[config.mk]
export PLATFORM = sky130hd
export DESIGN_NAME = charger_led_config_regs
export DESIGN_NICKNAME = d
export VERILOG_FILES = /design/src/rtl/charger_led_pkg.sv /design/src/rtl/charger_led_config_regs.sv
export SDC_FILE = /design/constraint.sdc
export NUM_CORES = 1
export LEC_CHECK = 0
export BUFFER_PORTS_ARGS = -buffer_cell sky130_fd_sc_hd__buf_2
export CAP_MARGIN = 30
export CORE_MARGIN = 5
export CORE_UTILIZATION = 41
export CTS_CLUSTER_DIAMETER = 80
export DETAILED_ROUTE_END_ITERATION = 12
export PLACE_DENSITY_LB_ADDON = 0.05
export SETUP_SLACK_MARGIN = 0.5
export SLEW_MARGIN = 20
export SYNTH_ARGS = -nofsm -noshare
export SYNTH_HDL_FRONTEND = slang
export SYNTH_SLANG_ARGS = --single-unit
[constraint.sdc]
create_clock -name mclk -period 4.5 [get_ports mclk]
set_clock_uncertainty 0.05 [all_clocks]
set_input_delay 0.45 -clock mclk [delete_from_list [all_inputs] [get_ports mclk]]
set_output_delay 0.45 -clock mclk [all_outputs]
set_load 0.005 [all_outputs]
[src/rtl/charger_led_pkg.sv]
// constants and types for the charger indicator and isolation switch configuration bank
package charger_led_pkg;
    // register offsets
    localparam logic [7:0] TEMP_ADJUST_ADDR   = 8'h1a;
    localparam logic [7:0] INPUT_SYS_ADDR     = 8'h1b;
    localparam logic [7:0] INDICATOR_DUTY_ADDR = 8'h1c;
    localparam logic [7:0] FAULT_SWITCH_ADDR  = 8'h1d;
    localparam logic [7:0] INDICATOR_CFG_ADDR = 8'h1e;
    localparam logic [7:0] CHARGER_KEY_ADDR   = 8'h1f;
    // field positions
    localparam int TERM_V_LSB      = 2;
    localparam int CHG_PCT_LSB     = 4;
    localparam int DEBOUNCE_LSB    = 0;
    localparam int THRESHOLD_BIT   = 2;
    localparam int DUTY_LSB        = 0;
    localparam int RAMP_BIT        = 6;
    localparam int DRIVER_EN_BIT   = 7;
    localparam int OVP_KEEP_BIT    = 0;
    localparam int WDOG_KEEP_BIT   = 1;
    localparam int THERM_KEEP_BIT  = 2;
    localparam int TSHDN_KEEP_BIT  = 3;
    localparam int TIMER_KEEP_BIT  = 4;
    localparam int FREQ_LSB        = 0;
    localparam int CURRENT_LSB     = 2;
    localparam int PATTERN_BIT     = 4;
    localparam int OVERRIDE_BIT    = 5;
    // reset values and masks
    localparam logic [7:0] CFG_RESET        = 8'h00;
    localparam logic [7:0] TEMP_ADJUST_MASK = 8'hfc;
    localparam logic [1:0] CURRENT_6MA      = 2'h1;
    localparam logic [5:0] DUTY_SLOTS       = 6'h20;
    // timing
    localparam longint CLK_HZ        = 200_000_000;
    localparam int     DEB_SHORT_US  = 100;
    localparam int     DEB_MID_MS    = 1;
    localparam int     DEB_LONG_MS   = 10;
    localparam int     DEB_SHORT_CYC = int'((CLK_HZ * DEB_SHORT_US) / 1_000_000);
    localparam int     DEB_MID_CYC   = int'((CLK_HZ * DEB_MID_MS) / 1_000);
    localparam int     DEB_LONG_CYC  = int'((CLK_HZ * DEB_LONG_MS) / 1_000);
    // indicator frequencies in millihertz, 32 duty slots per period
    localparam longint FREQ0_MHZ = 1_000;
    localparam longint FREQ1_MHZ = 500;
    localparam longint FREQ2_MHZ = 256_000;
    localparam longint FREQ3_MHZ = 8_000;
    localparam int SLOT0_CYC = int'((CLK_HZ * 1_000) / (FREQ0_MHZ * 32));
    localparam int SLOT1_CYC = int'((CLK_HZ * 1_000) / (FREQ1_MHZ * 32));
    localparam int SLOT2_CYC = int'((CLK_HZ * 1_000) / (FREQ2_MHZ * 32));
    localparam int SLOT3_CYC = int'((CLK_HZ * 1_000) / (FREQ3_MHZ * 32));

    typedef struct packed {
        logic [7:0] temp_adjust;
        logic [7:0] input_sys;
        logic [7:0] duty;
        logic [7:0] fault_switch;
        logic [7:0] indicator;
        logic [7:0] key;
    } cfg_t;

    typedef struct packed {
        logic overvoltage;
        logic watchdog;
        logic thermistor;
        logic thermal_shutdown;
        logic timer;
    } faults_t;

    typedef struct packed {
        cfg_t        cfg;
        logic [23:0] slot_cnt;
        logic [4:0]  slot;
        logic [5:0]  ramp_duty;
        logic        flash_phase;
        logic [23:0] deb_cnt;
        logic        input_sys_ok;
        logic        indicator_out;
        logic        switch_open;
        logic [7:0]  rdata;
        logic        rvalid;
    } state_t;
endpackage

[src/rtl/charger_led_config_regs.sv]
// configuration bank for charger temperature trim, comparator, indicator and isolation switch
// How it works
// RL1: bits 3:2 pick termination voltage subtraction 60, 100, 160, 200 mV.
// RL2: bits 5:4 pick adjusted charge current 25, 50, 75, 100 percent.
// RL3: debounce codes 1..3 give 100 us, 1 ms, 10 ms; code 0 reserved.
// RL4: bit 2 sets comparator threshold, 50 mV clear, 175 mV set.
// RL5: duty bits 5:0 give on-time N/32 of period; zero keeps indicator off.
// RL6: duty bit 6 enables brightness ramping.
// RL7: duty bit 7 enables the indicator driver.
// RL8: bit 0 clear opens isolation switch on battery overvoltage.
// RL9: bit 1 clear opens isolation switch on watchdog fault.
// RL10: bit 2 clear opens isolation switch while battery too cold or hot.
// RL11: bit 3 clear opens isolation switch during thermal shutdown.
// RL12: bit 4 clear opens switch on timer fault; only power-on reset clears it.
// RL13: frequency bits 1:0 give 1.0, 0.5, 256 and 8.0 Hz.
// RL14: current bits 3:2 accept only code 1 (6.0 mA); others are reserved.
// RL15: pattern bit picks lit/flash for charging versus fault; off when done.
// RL16: override bit hands indicator to software, else charger state drives it.
// RL17: core-digital reset zeroes every field except the timer-fault bit.
// RL18: with driver enable clear the indicator output stays off.
module charger_led_config_regs #(
    parameter int SLOT0_CYC     = charger_led_pkg::SLOT0_CYC,     // slot length at 1.0 Hz
    parameter int SLOT1_CYC     = charger_led_pkg::SLOT1_CYC,     // slot length at 0.5 Hz
    parameter int SLOT2_CYC     = charger_led_pkg::SLOT2_CYC,     // slot length at 256 Hz
    parameter int SLOT3_CYC     = charger_led_pkg::SLOT3_CYC,     // slot length at 8.0 Hz
    parameter int DEB_SHORT_CYC = charger_led_pkg::DEB_SHORT_CYC, // 100 us debounce
    parameter int DEB_MID_CYC   = charger_led_pkg::DEB_MID_CYC,   // 1 ms debounce
    parameter int DEB_LONG_CYC  = charger_led_pkg::DEB_LONG_CYC   // 10 ms debounce
) (
    input  wire logic                     mclk,                  // 200 MHz clock
    input  wire logic                     resetn,                // power-on reset, low
    input  wire logic                     core_digital_reset_n,  // core reset, low
    input  wire logic [7:0]               reg_addr,              // register offset
    input  wire logic [7:0]               reg_wdata,             // write data
    input  wire logic                     reg_wr,                // write strobe
    input  wire logic                     reg_rd,                // read strobe
    output logic      [7:0]               reg_rdata,             // read data
    output logic                          reg_rvalid,            // read data valid pulse
    input  wire charger_led_pkg::faults_t fault_in,              // fault conditions
    input  wire logic                     charging,              // charger is charging
    input  wire logic                     charger_fault,         // charger fault state
    input  wire logic                     charge_done,           // charge done state
    input  wire logic                     input_sys_cmp_raw,     // raw comparator level
    output logic                          input_sys_ok,          // debounced comparator
    output logic                          input_sys_threshold,   // 0: 50 mV, 1: 175 mV
    output logic      [1:0]               term_voltage_subtract, // subtraction code
    output logic      [1:0]               temp_charge_current_pct, // current code
    output logic      [1:0]               indicator_current,     // current code
    output logic                          indicator_out,         // indicator drive
    output logic                          battery_isolation_switch_open // switch open
);
    charger_led_pkg::state_t st;
    charger_led_pkg::state_t next_st;

    // slot length for the chosen indicator frequency
    function automatic logic [23:0] slot_len(input logic [1:0] freq);
        unique case (freq)
            2'h0: slot_len = 24'(SLOT0_CYC);
            2'h1: slot_len = 24'(SLOT1_CYC);
            2'h2: slot_len = 24'(SLOT2_CYC);
            2'h3: slot_len = 24'(SLOT3_CYC);
        endcase
    endfunction

    // debounce length; reserved code 0 falls back to the shortest time
    function automatic logic [23:0] deb_len(input logic [1:0] code);
        unique case (code)
            2'h0: deb_len = 24'(DEB_SHORT_CYC);
            2'h1: deb_len = 24'(DEB_SHORT_CYC);
            2'h2: deb_len = 24'(DEB_MID_CYC);
            2'h3: deb_len = 24'(DEB_LONG_CYC);
        endcase
    endfunction

    // register read mux, unmapped offsets read zero
    function automatic logic [7:0] read_reg(input charger_led_pkg::cfg_t c,
                                            input logic [7:0] a);
        unique case (a)
            charger_led_pkg::TEMP_ADJUST_ADDR:    read_reg = c.temp_adjust;
            charger_led_pkg::INPUT_SYS_ADDR:      read_reg = c.input_sys;
            charger_led_pkg::INDICATOR_DUTY_ADDR: read_reg = c.duty;
            charger_led_pkg::FAULT_SWITCH_ADDR:   read_reg = c.fault_switch;
            charger_led_pkg::INDICATOR_CFG_ADDR:  read_reg = c.indicator;
            charger_led_pkg::CHARGER_KEY_ADDR:    read_reg = c.key;
            default:                              read_reg = 8'h00;
        endcase
    endfunction

    // next-state logic for registers, indicator pwm, debounce and switch
    always_comb begin
        logic [5:0]  duty;
        logic [5:0]  shown;
        logic [1:0]  freq;
        logic [1:0]  cur;
        logic        tick;
        logic        period_end;
        logic        pwm_on;
        logic        pattern;
        logic        want;
        logic        en;
        duty       = 6'h00;
        shown      = 6'h00;
        freq       = 2'h0;
        cur        = 2'h0;
        tick       = 1'b0;
        period_end = 1'b0;
        pwm_on     = 1'b0;
        pattern    = 1'b0;
        want       = 1'b0;
        en         = 1'b0;
        next_st    = st;
        next_st.rvalid = 1'b0;

        // register writes; low bits of the temperature register are not held here
        if (reg_wr) begin
            unique case (reg_addr)
                charger_led_pkg::TEMP_ADJUST_ADDR:
                    next_st.cfg.temp_adjust = reg_wdata & charger_led_pkg::TEMP_ADJUST_MASK;
                charger_led_pkg::INPUT_SYS_ADDR:      next_st.cfg.input_sys = reg_wdata;
                charger_led_pkg::INDICATOR_DUTY_ADDR: next_st.cfg.duty = reg_wdata;
                charger_led_pkg::FAULT_SWITCH_ADDR:   next_st.cfg.fault_switch = reg_wdata;
                charger_led_pkg::INDICATOR_CFG_ADDR: begin
                    cur = reg_wdata[charger_led_pkg::CURRENT_LSB +: 2];
                    next_st.cfg.indicator = reg_wdata;
                    // reserved current codes are dropped, the field keeps its value
                    if (cur != charger_led_pkg::CURRENT_6MA) begin
                        next_st.cfg.indicator[charger_led_pkg::CURRENT_LSB +: 2] =
                            st.cfg.indicator[charger_led_pkg::CURRENT_LSB +: 2]; // RL14
                    end
                end
                charger_led_pkg::CHARGER_KEY_ADDR:    next_st.cfg.key = reg_wdata;
                default: ;
            endcase
        end

        // reads answer one cycle after the strobe
        if (reg_rd) begin
            next_st.rdata  = read_reg(st.cfg, reg_addr);
            next_st.rvalid = 1'b1;
        end

        // comparator debounce: the new level must hold for the whole time
        if (input_sys_cmp_raw == st.input_sys_ok) begin
            next_st.deb_cnt = 24'h000000;
        end else if (st.deb_cnt >=
                     deb_len(st.cfg.input_sys[charger_led_pkg::DEBOUNCE_LSB +: 2]) - 24'h000001)
        begin
            next_st.input_sys_ok = input_sys_cmp_raw; // RL3
            next_st.deb_cnt      = 24'h000000;
        end else begin
            next_st.deb_cnt = st.deb_cnt + 24'h000001;
        end

        // indicator slot timer, 32 slots per pwm period
        en   = st.cfg.duty[charger_led_pkg::DRIVER_EN_BIT];
        duty = st.cfg.duty[charger_led_pkg::DUTY_LSB +: 6];
        freq = st.cfg.indicator[charger_led_pkg::FREQ_LSB +: 2];
        if (!en) begin
            // timers held so a fresh enable starts at slot zero
            next_st.slot_cnt    = 24'h000000; // RL7
            next_st.slot        = 5'h00;
            next_st.flash_phase = 1'b0;
        end else if (st.slot_cnt >= slot_len(freq) - 24'h000001) begin
            tick             = 1'b1; // RL13
            next_st.slot_cnt = 24'h000000;
            next_st.slot     = st.slot + 5'h01;
        end else begin
            next_st.slot_cnt = st.slot_cnt + 24'h000001;
        end
        period_end = tick && (st.slot == 5'h1f);
        if (period_end) begin
            next_st.flash_phase = ~st.flash_phase;
        end

        // ramp moves one step per period toward the set duty
        if (!st.cfg.duty[charger_led_pkg::RAMP_BIT]) begin
            next_st.ramp_duty = duty; // RL6
        end else if (period_end && st.ramp_duty < duty) begin
            next_st.ramp_duty = st.ramp_duty + 6'h01; // RL6
        end else if (period_end && st.ramp_duty > duty) begin
            next_st.ramp_duty = st.ramp_duty - 6'h01; // RL6
        end
        shown = st.ramp_duty;

        // lit for slot indexes below the duty; codes past 31 stay lit
        pwm_on = (shown >= charger_led_pkg::DUTY_SLOTS) || ({1'b0, st.slot} < shown); // RL5

        // charger state picks lit, flashing or off; fault outranks charging
        pattern = st.cfg.indicator[charger_led_pkg::PATTERN_BIT];
        if (st.cfg.indicator[charger_led_pkg::OVERRIDE_BIT]) begin
            want = pwm_on; // RL16
        end else if (charger_fault) begin
            want = pattern ? pwm_on : (pwm_on && st.flash_phase); // RL15
        end else if (charging && !charge_done) begin
            want = pattern ? (pwm_on && st.flash_phase) : pwm_on; // RL15
        end else begin
            want = 1'b0; // RL15
        end
        next_st.indicator_out = en && want; // RL18

        // each fault opens the switch unless its keep bit is set
        next_st.switch_open =
            (fault_in.overvoltage &&
             !st.cfg.fault_switch[charger_led_pkg::OVP_KEEP_BIT]) || // RL8
            (fault_in.watchdog &&
             !st.cfg.fault_switch[charger_led_pkg::WDOG_KEEP_BIT]) || // RL9
            (fault_in.thermistor &&
             !st.cfg.fault_switch[charger_led_pkg::THERM_KEEP_BIT]) || // RL10
            (fault_in.thermal_shutdown &&
             !st.cfg.fault_switch[charger_led_pkg::TSHDN_KEEP_BIT]) || // RL11
            (fault_in.timer &&
             !st.cfg.fault_switch[charger_led_pkg::TIMER_KEEP_BIT]); // RL12

        // core reset wins over a write in the same cycle but spares the timer bit
        if (!core_digital_reset_n) begin
            next_st.cfg.temp_adjust  = charger_led_pkg::CFG_RESET; // RL17
            next_st.cfg.input_sys    = charger_led_pkg::CFG_RESET; // RL17
            next_st.cfg.duty         = charger_led_pkg::CFG_RESET; // RL17
            next_st.cfg.indicator    = charger_led_pkg::CFG_RESET; // RL17
            next_st.cfg.key          = charger_led_pkg::CFG_RESET; // RL17
            next_st.cfg.fault_switch = charger_led_pkg::CFG_RESET; // RL17
            next_st.cfg.fault_switch[charger_led_pkg::TIMER_KEEP_BIT] =
                st.cfg.fault_switch[charger_led_pkg::TIMER_KEEP_BIT]; // RL12
        end
    end

    // power-on reset clears everything including the timer-fault bit
    always_ff @(posedge mclk) begin
        if (!resetn) begin
            st <= '0; // RL12
        end else begin
            st <= next_st;
        end
    end

    // outputs come straight from state flops
    assign reg_rdata                     = st.rdata;
    assign reg_rvalid                    = st.rvalid;
    assign input_sys_ok                  = st.input_sys_ok;
    assign input_sys_threshold           = st.cfg.input_sys[charger_led_pkg::THRESHOLD_BIT]; // RL4
    assign term_voltage_subtract         = st.cfg.temp_adjust[charger_led_pkg::TERM_V_LSB +: 2]; // RL1
    assign temp_charge_current_pct       = st.cfg.temp_adjust[charger_led_pkg::CHG_PCT_LSB +: 2]; // RL2
    assign indicator_current             = st.cfg.indicator[charger_led_pkg::CURRENT_LSB +: 2]; // RL14
    assign indicator_out                 = st.indicator_out;
    assign battery_isolation_switch_open = st.switch_open;
endmodule

==> impl_metrics.tcl <==
set metrics [dict create \
    status "complete, no violations" \
    gp_congestion 0.825 \
    antenna_found_initial 0 \
    p_sw_frac 0.228 \
    cp_cell_sequence "inv_2 > ha_1 > inv_1 > o21ai_2 > ha_1 > nand4b_4 > o211ai_1 > o2111ai_1 > o211ai_1 > nand4_1 > ha_1 > a211oi_2 > o21bai_1 > a21oi_1 > xor2_1 > a31o_2 > nand3_1" \
    area_growth_pct 14.2 \
    insertion_delay_ns 0.42 \
    die_w_um 137 \
    vias 5304 \
    crit_slowest_cell "ha_1" \
    start_kind "flop" \
    ctsHoldBuffers 0 \
    cp_max_fo 5 \
    drive_above_1_share 0.146 \
    setup.worst_path.start "st[81]" \
    postPlaceCellArea_sq_um 6870 \
    peakVddDrop_mv 0.261 \
    grt.overflow.total 0 \
    timing.final.hold_violations 0 \
    grt_max_degree 45 \
    p_clk_frac 0.551 \
    grt.total_usage 0.176 \
    grt_pass1_wl_um 26100 \
    setup_violations 0 \
    cts_tree "yes" \
    ys.warnings.count 0 \
    synthDistinctLibCells 62 \
    synth_edf_count 0 \
    regToRegStartpoint "st[81]" \
    r2r_setup_slack_ns 0.84 \
    path_clk_slew_ns 0.06 \
    max_stage_delay_ns 0.39 \
    yosys-top-cells-area "dfxtp_1 (36%), ha_1 (11%), nand2_1 (5.0%)" \
    synth_top_area_cell "dfxtp_1" \
    fin_crit_sh 0.814 \
    switchingPower_mw 0.575 \
    hold_depth 3 \
    hp-start "input_sys_cmp_raw" \
    p_per_area_nw_per_um2 336 \
    hpwl_um 11300 \
    drtIter0Drc 365 \
    combPwrFrac 0.031 \
    h-tree-depth 4 \
    die_area_sq_um 18700 \
    reg2reg_to "st[42]" \
    cp-end-kind "flop" \
    dr.pass1.iters 4 \
    fin_tns_setup_ns 0 \
    whs_endpoint "input_sys_ok" \
    critPathMostFrequentCell "ha_1" \
    p_total_mw 2.53 \
    critPathArrivalTime_ns 3.92 \
    wl_um 15700 \
    drv_slew 0 \
    slew_headroom 0.396 \
    worstMarginPinSlew_ns 0.902 \
    viasPerCell 5.20 \
    criticalPathCategory "reg2reg" \
    ys_async_sr_fraction 0 \
    yosysSeqAreaShare 0.359 \
    start_util 0.416 \
    p_leak_nw 2.95 \
    grt_pass1_vias 5116 \
    pwr-share-seq 0.418 \
    core_area_sq_um 15800 \
    final_antenna_net_count 0 \
    mostFrequentLayoutCell "dfxtp_1" \
    synth_cells 763 \
    post-route-drc-count 0 \
    reg2reg_depth 17 \
    diodes 0 \
    clock_path_buffers 2 \
    die_height_um 137 \
    power.internal_mw 1.95 \
    rows 46 \
    synthFlopType "dfxtp_1" \
    final_cell_mix "dfxtp_1 (117), nand2_1 (88), nor2_1 (68), ha_1 (59)" \
    synth.avg_cell_area_sq_um 8.63 \
    design_area_sq_um 7520 \
    root_buffer "clkbuf_16" \
    port_buffers 48 \
    period_minus_slack_ns 3.66 \
    hold_class "in2reg" \
    clock.fmax_mhz 273 \
    io_pins 49 \
    final_nets 882 \
    drv_cap 0 \
    cts_sinks 118 \
    wire_per_inst_um 15.4 \
    synth_area_sq_um 6590 \
    cts_buffers 17 \
    synth_top_area_frac 0.359 \
    ys_ff_latch 118 \
    rsz0062_at_grt "no" \
    worstPathRequired_ns 4.75 \
    fin_util 0.475 \
]
==> metrics by stage <==
step	worst slack (ns)	cells	hold slack, ns
after floorplan	0.850	766	0.378
after CTS	0.543	1018	0.238
after global routing	0.488	1020	0.259
after global placement	0.499	985	0.384
after detailed placement	0.354	985	0.392
final	0.836	1020	0.257
==> power by group through the flow <==
| stage | clock, mW | sequential, mW | combinational [mW] |
|---|---|---|---|
| after global placement | 0 | 1.08 | 0.0790 |
| final | 1.39 | 1.05 | 0.0792 |
| after CTS | 1.43 | 1.05 | 0.0799 |
| after floorplan | 0 | 1.08 | 0.0491 |
| after detailed placement | 0 | 1.08 | 0.0794 |
| after global routing | 1.47 | 1.05 | 0.0881 |
==> sequential cells by signal, summed over array words and instances (netlist names) <==
register	flops
input_sys_ok	1
battery_isolation_switch_open	1
indicator_current	2
indicator_out	1
temp_charge_current_pct	2
st	99
input_sys_threshold	1
reg_rdata	8
term_voltage_subtract	2
reg_rvalid	1
==> layer usage <==
| metal | global-route usage | vias up | share of wire | routed length, um |
|---|---|---|---|---|
| li1 | - | 2718 | - | - |
| met1 | 0.230 | 2494 | 0.47 | 7430 |
| met2 | 0.288 | 83 | 0.48 | 7610 |
| met3 | 0.0412 | 9 | 0.034 | 538 |
| met4 | 0.0571 | 0 | 0.0095 | 150 |
| met5 | 0 | - | 0 | 0 |
==> cell families (layout without fill, tap and decap cells) <==
family	Yosys count	after routing	share of synthesized area
other cells	2	5	0.00114
compound gates	127	127	0.127
fa+ha+maj	61	61	0.117
flops	118	118	0.359
mux	35	35	0.0549
xor+xnor	47	47	0.0625
buf+inv	88	126	0.0631
simple gates	285	285	0.216
==> how the worst max path moves through the flow <==
stage / cells after the start / endpoint / slack [ns]
after floorplan: 17 / st[42] / 0.85
after global placement: 17 / st[42] / 0.50
after detailed placement: 17 / st[42] / 0.35
after CTS: 17 / st[42] / 0.54
after global routing: 18 / st[42] / 0.49
final: 17 / st[42] / 0.84
==> cell type report <==
cell class / count / area, sq um
clock buffer: 17 / 425
clock inverter: 15 / 179
fill: 1514 / 8310
inverter: 39 / 146
multi-input combinational: 560 / 3840
sequential: 118 / 2360
tap: 216 / 270
timing repair buffer: 55 / 293
==> synthesized netlist by cell type, types with 7 or more instances <==
master,count
clkbuf_1,21
a21oi_1,48
mux2_2,9
o21ai_0,23
mux2i_1,26
and4_1,7
and3_1,8
xnor2_1,22
nand4_1,11
nor3_1,24
buf_2,8
nand2_1,88
buf_4,18
ha_1,60
nand3_1,43
inv_1,39
xor2_1,25
nor2_1,68
a21o_1,9
o211a_1,7
dfxtp_1,118
==> worst max-delay path, delay by kind of cell (launching register included) <==
family          cells  cell delay, ns
simple gates        3            0.45
xor+xnor            1            0.20
flops               1            0.38
buf+inv             2            0.20
compound gates      8            1.34
fa+ha+maj           3            0.93
==> what timing repair did <==
action	in CTS	in global routing
pin swaps	1	5
setup buffers	1	2
resized for setup	2	8
setup endpoints to repair	1	4
Power figures use the tool's default switching activity.
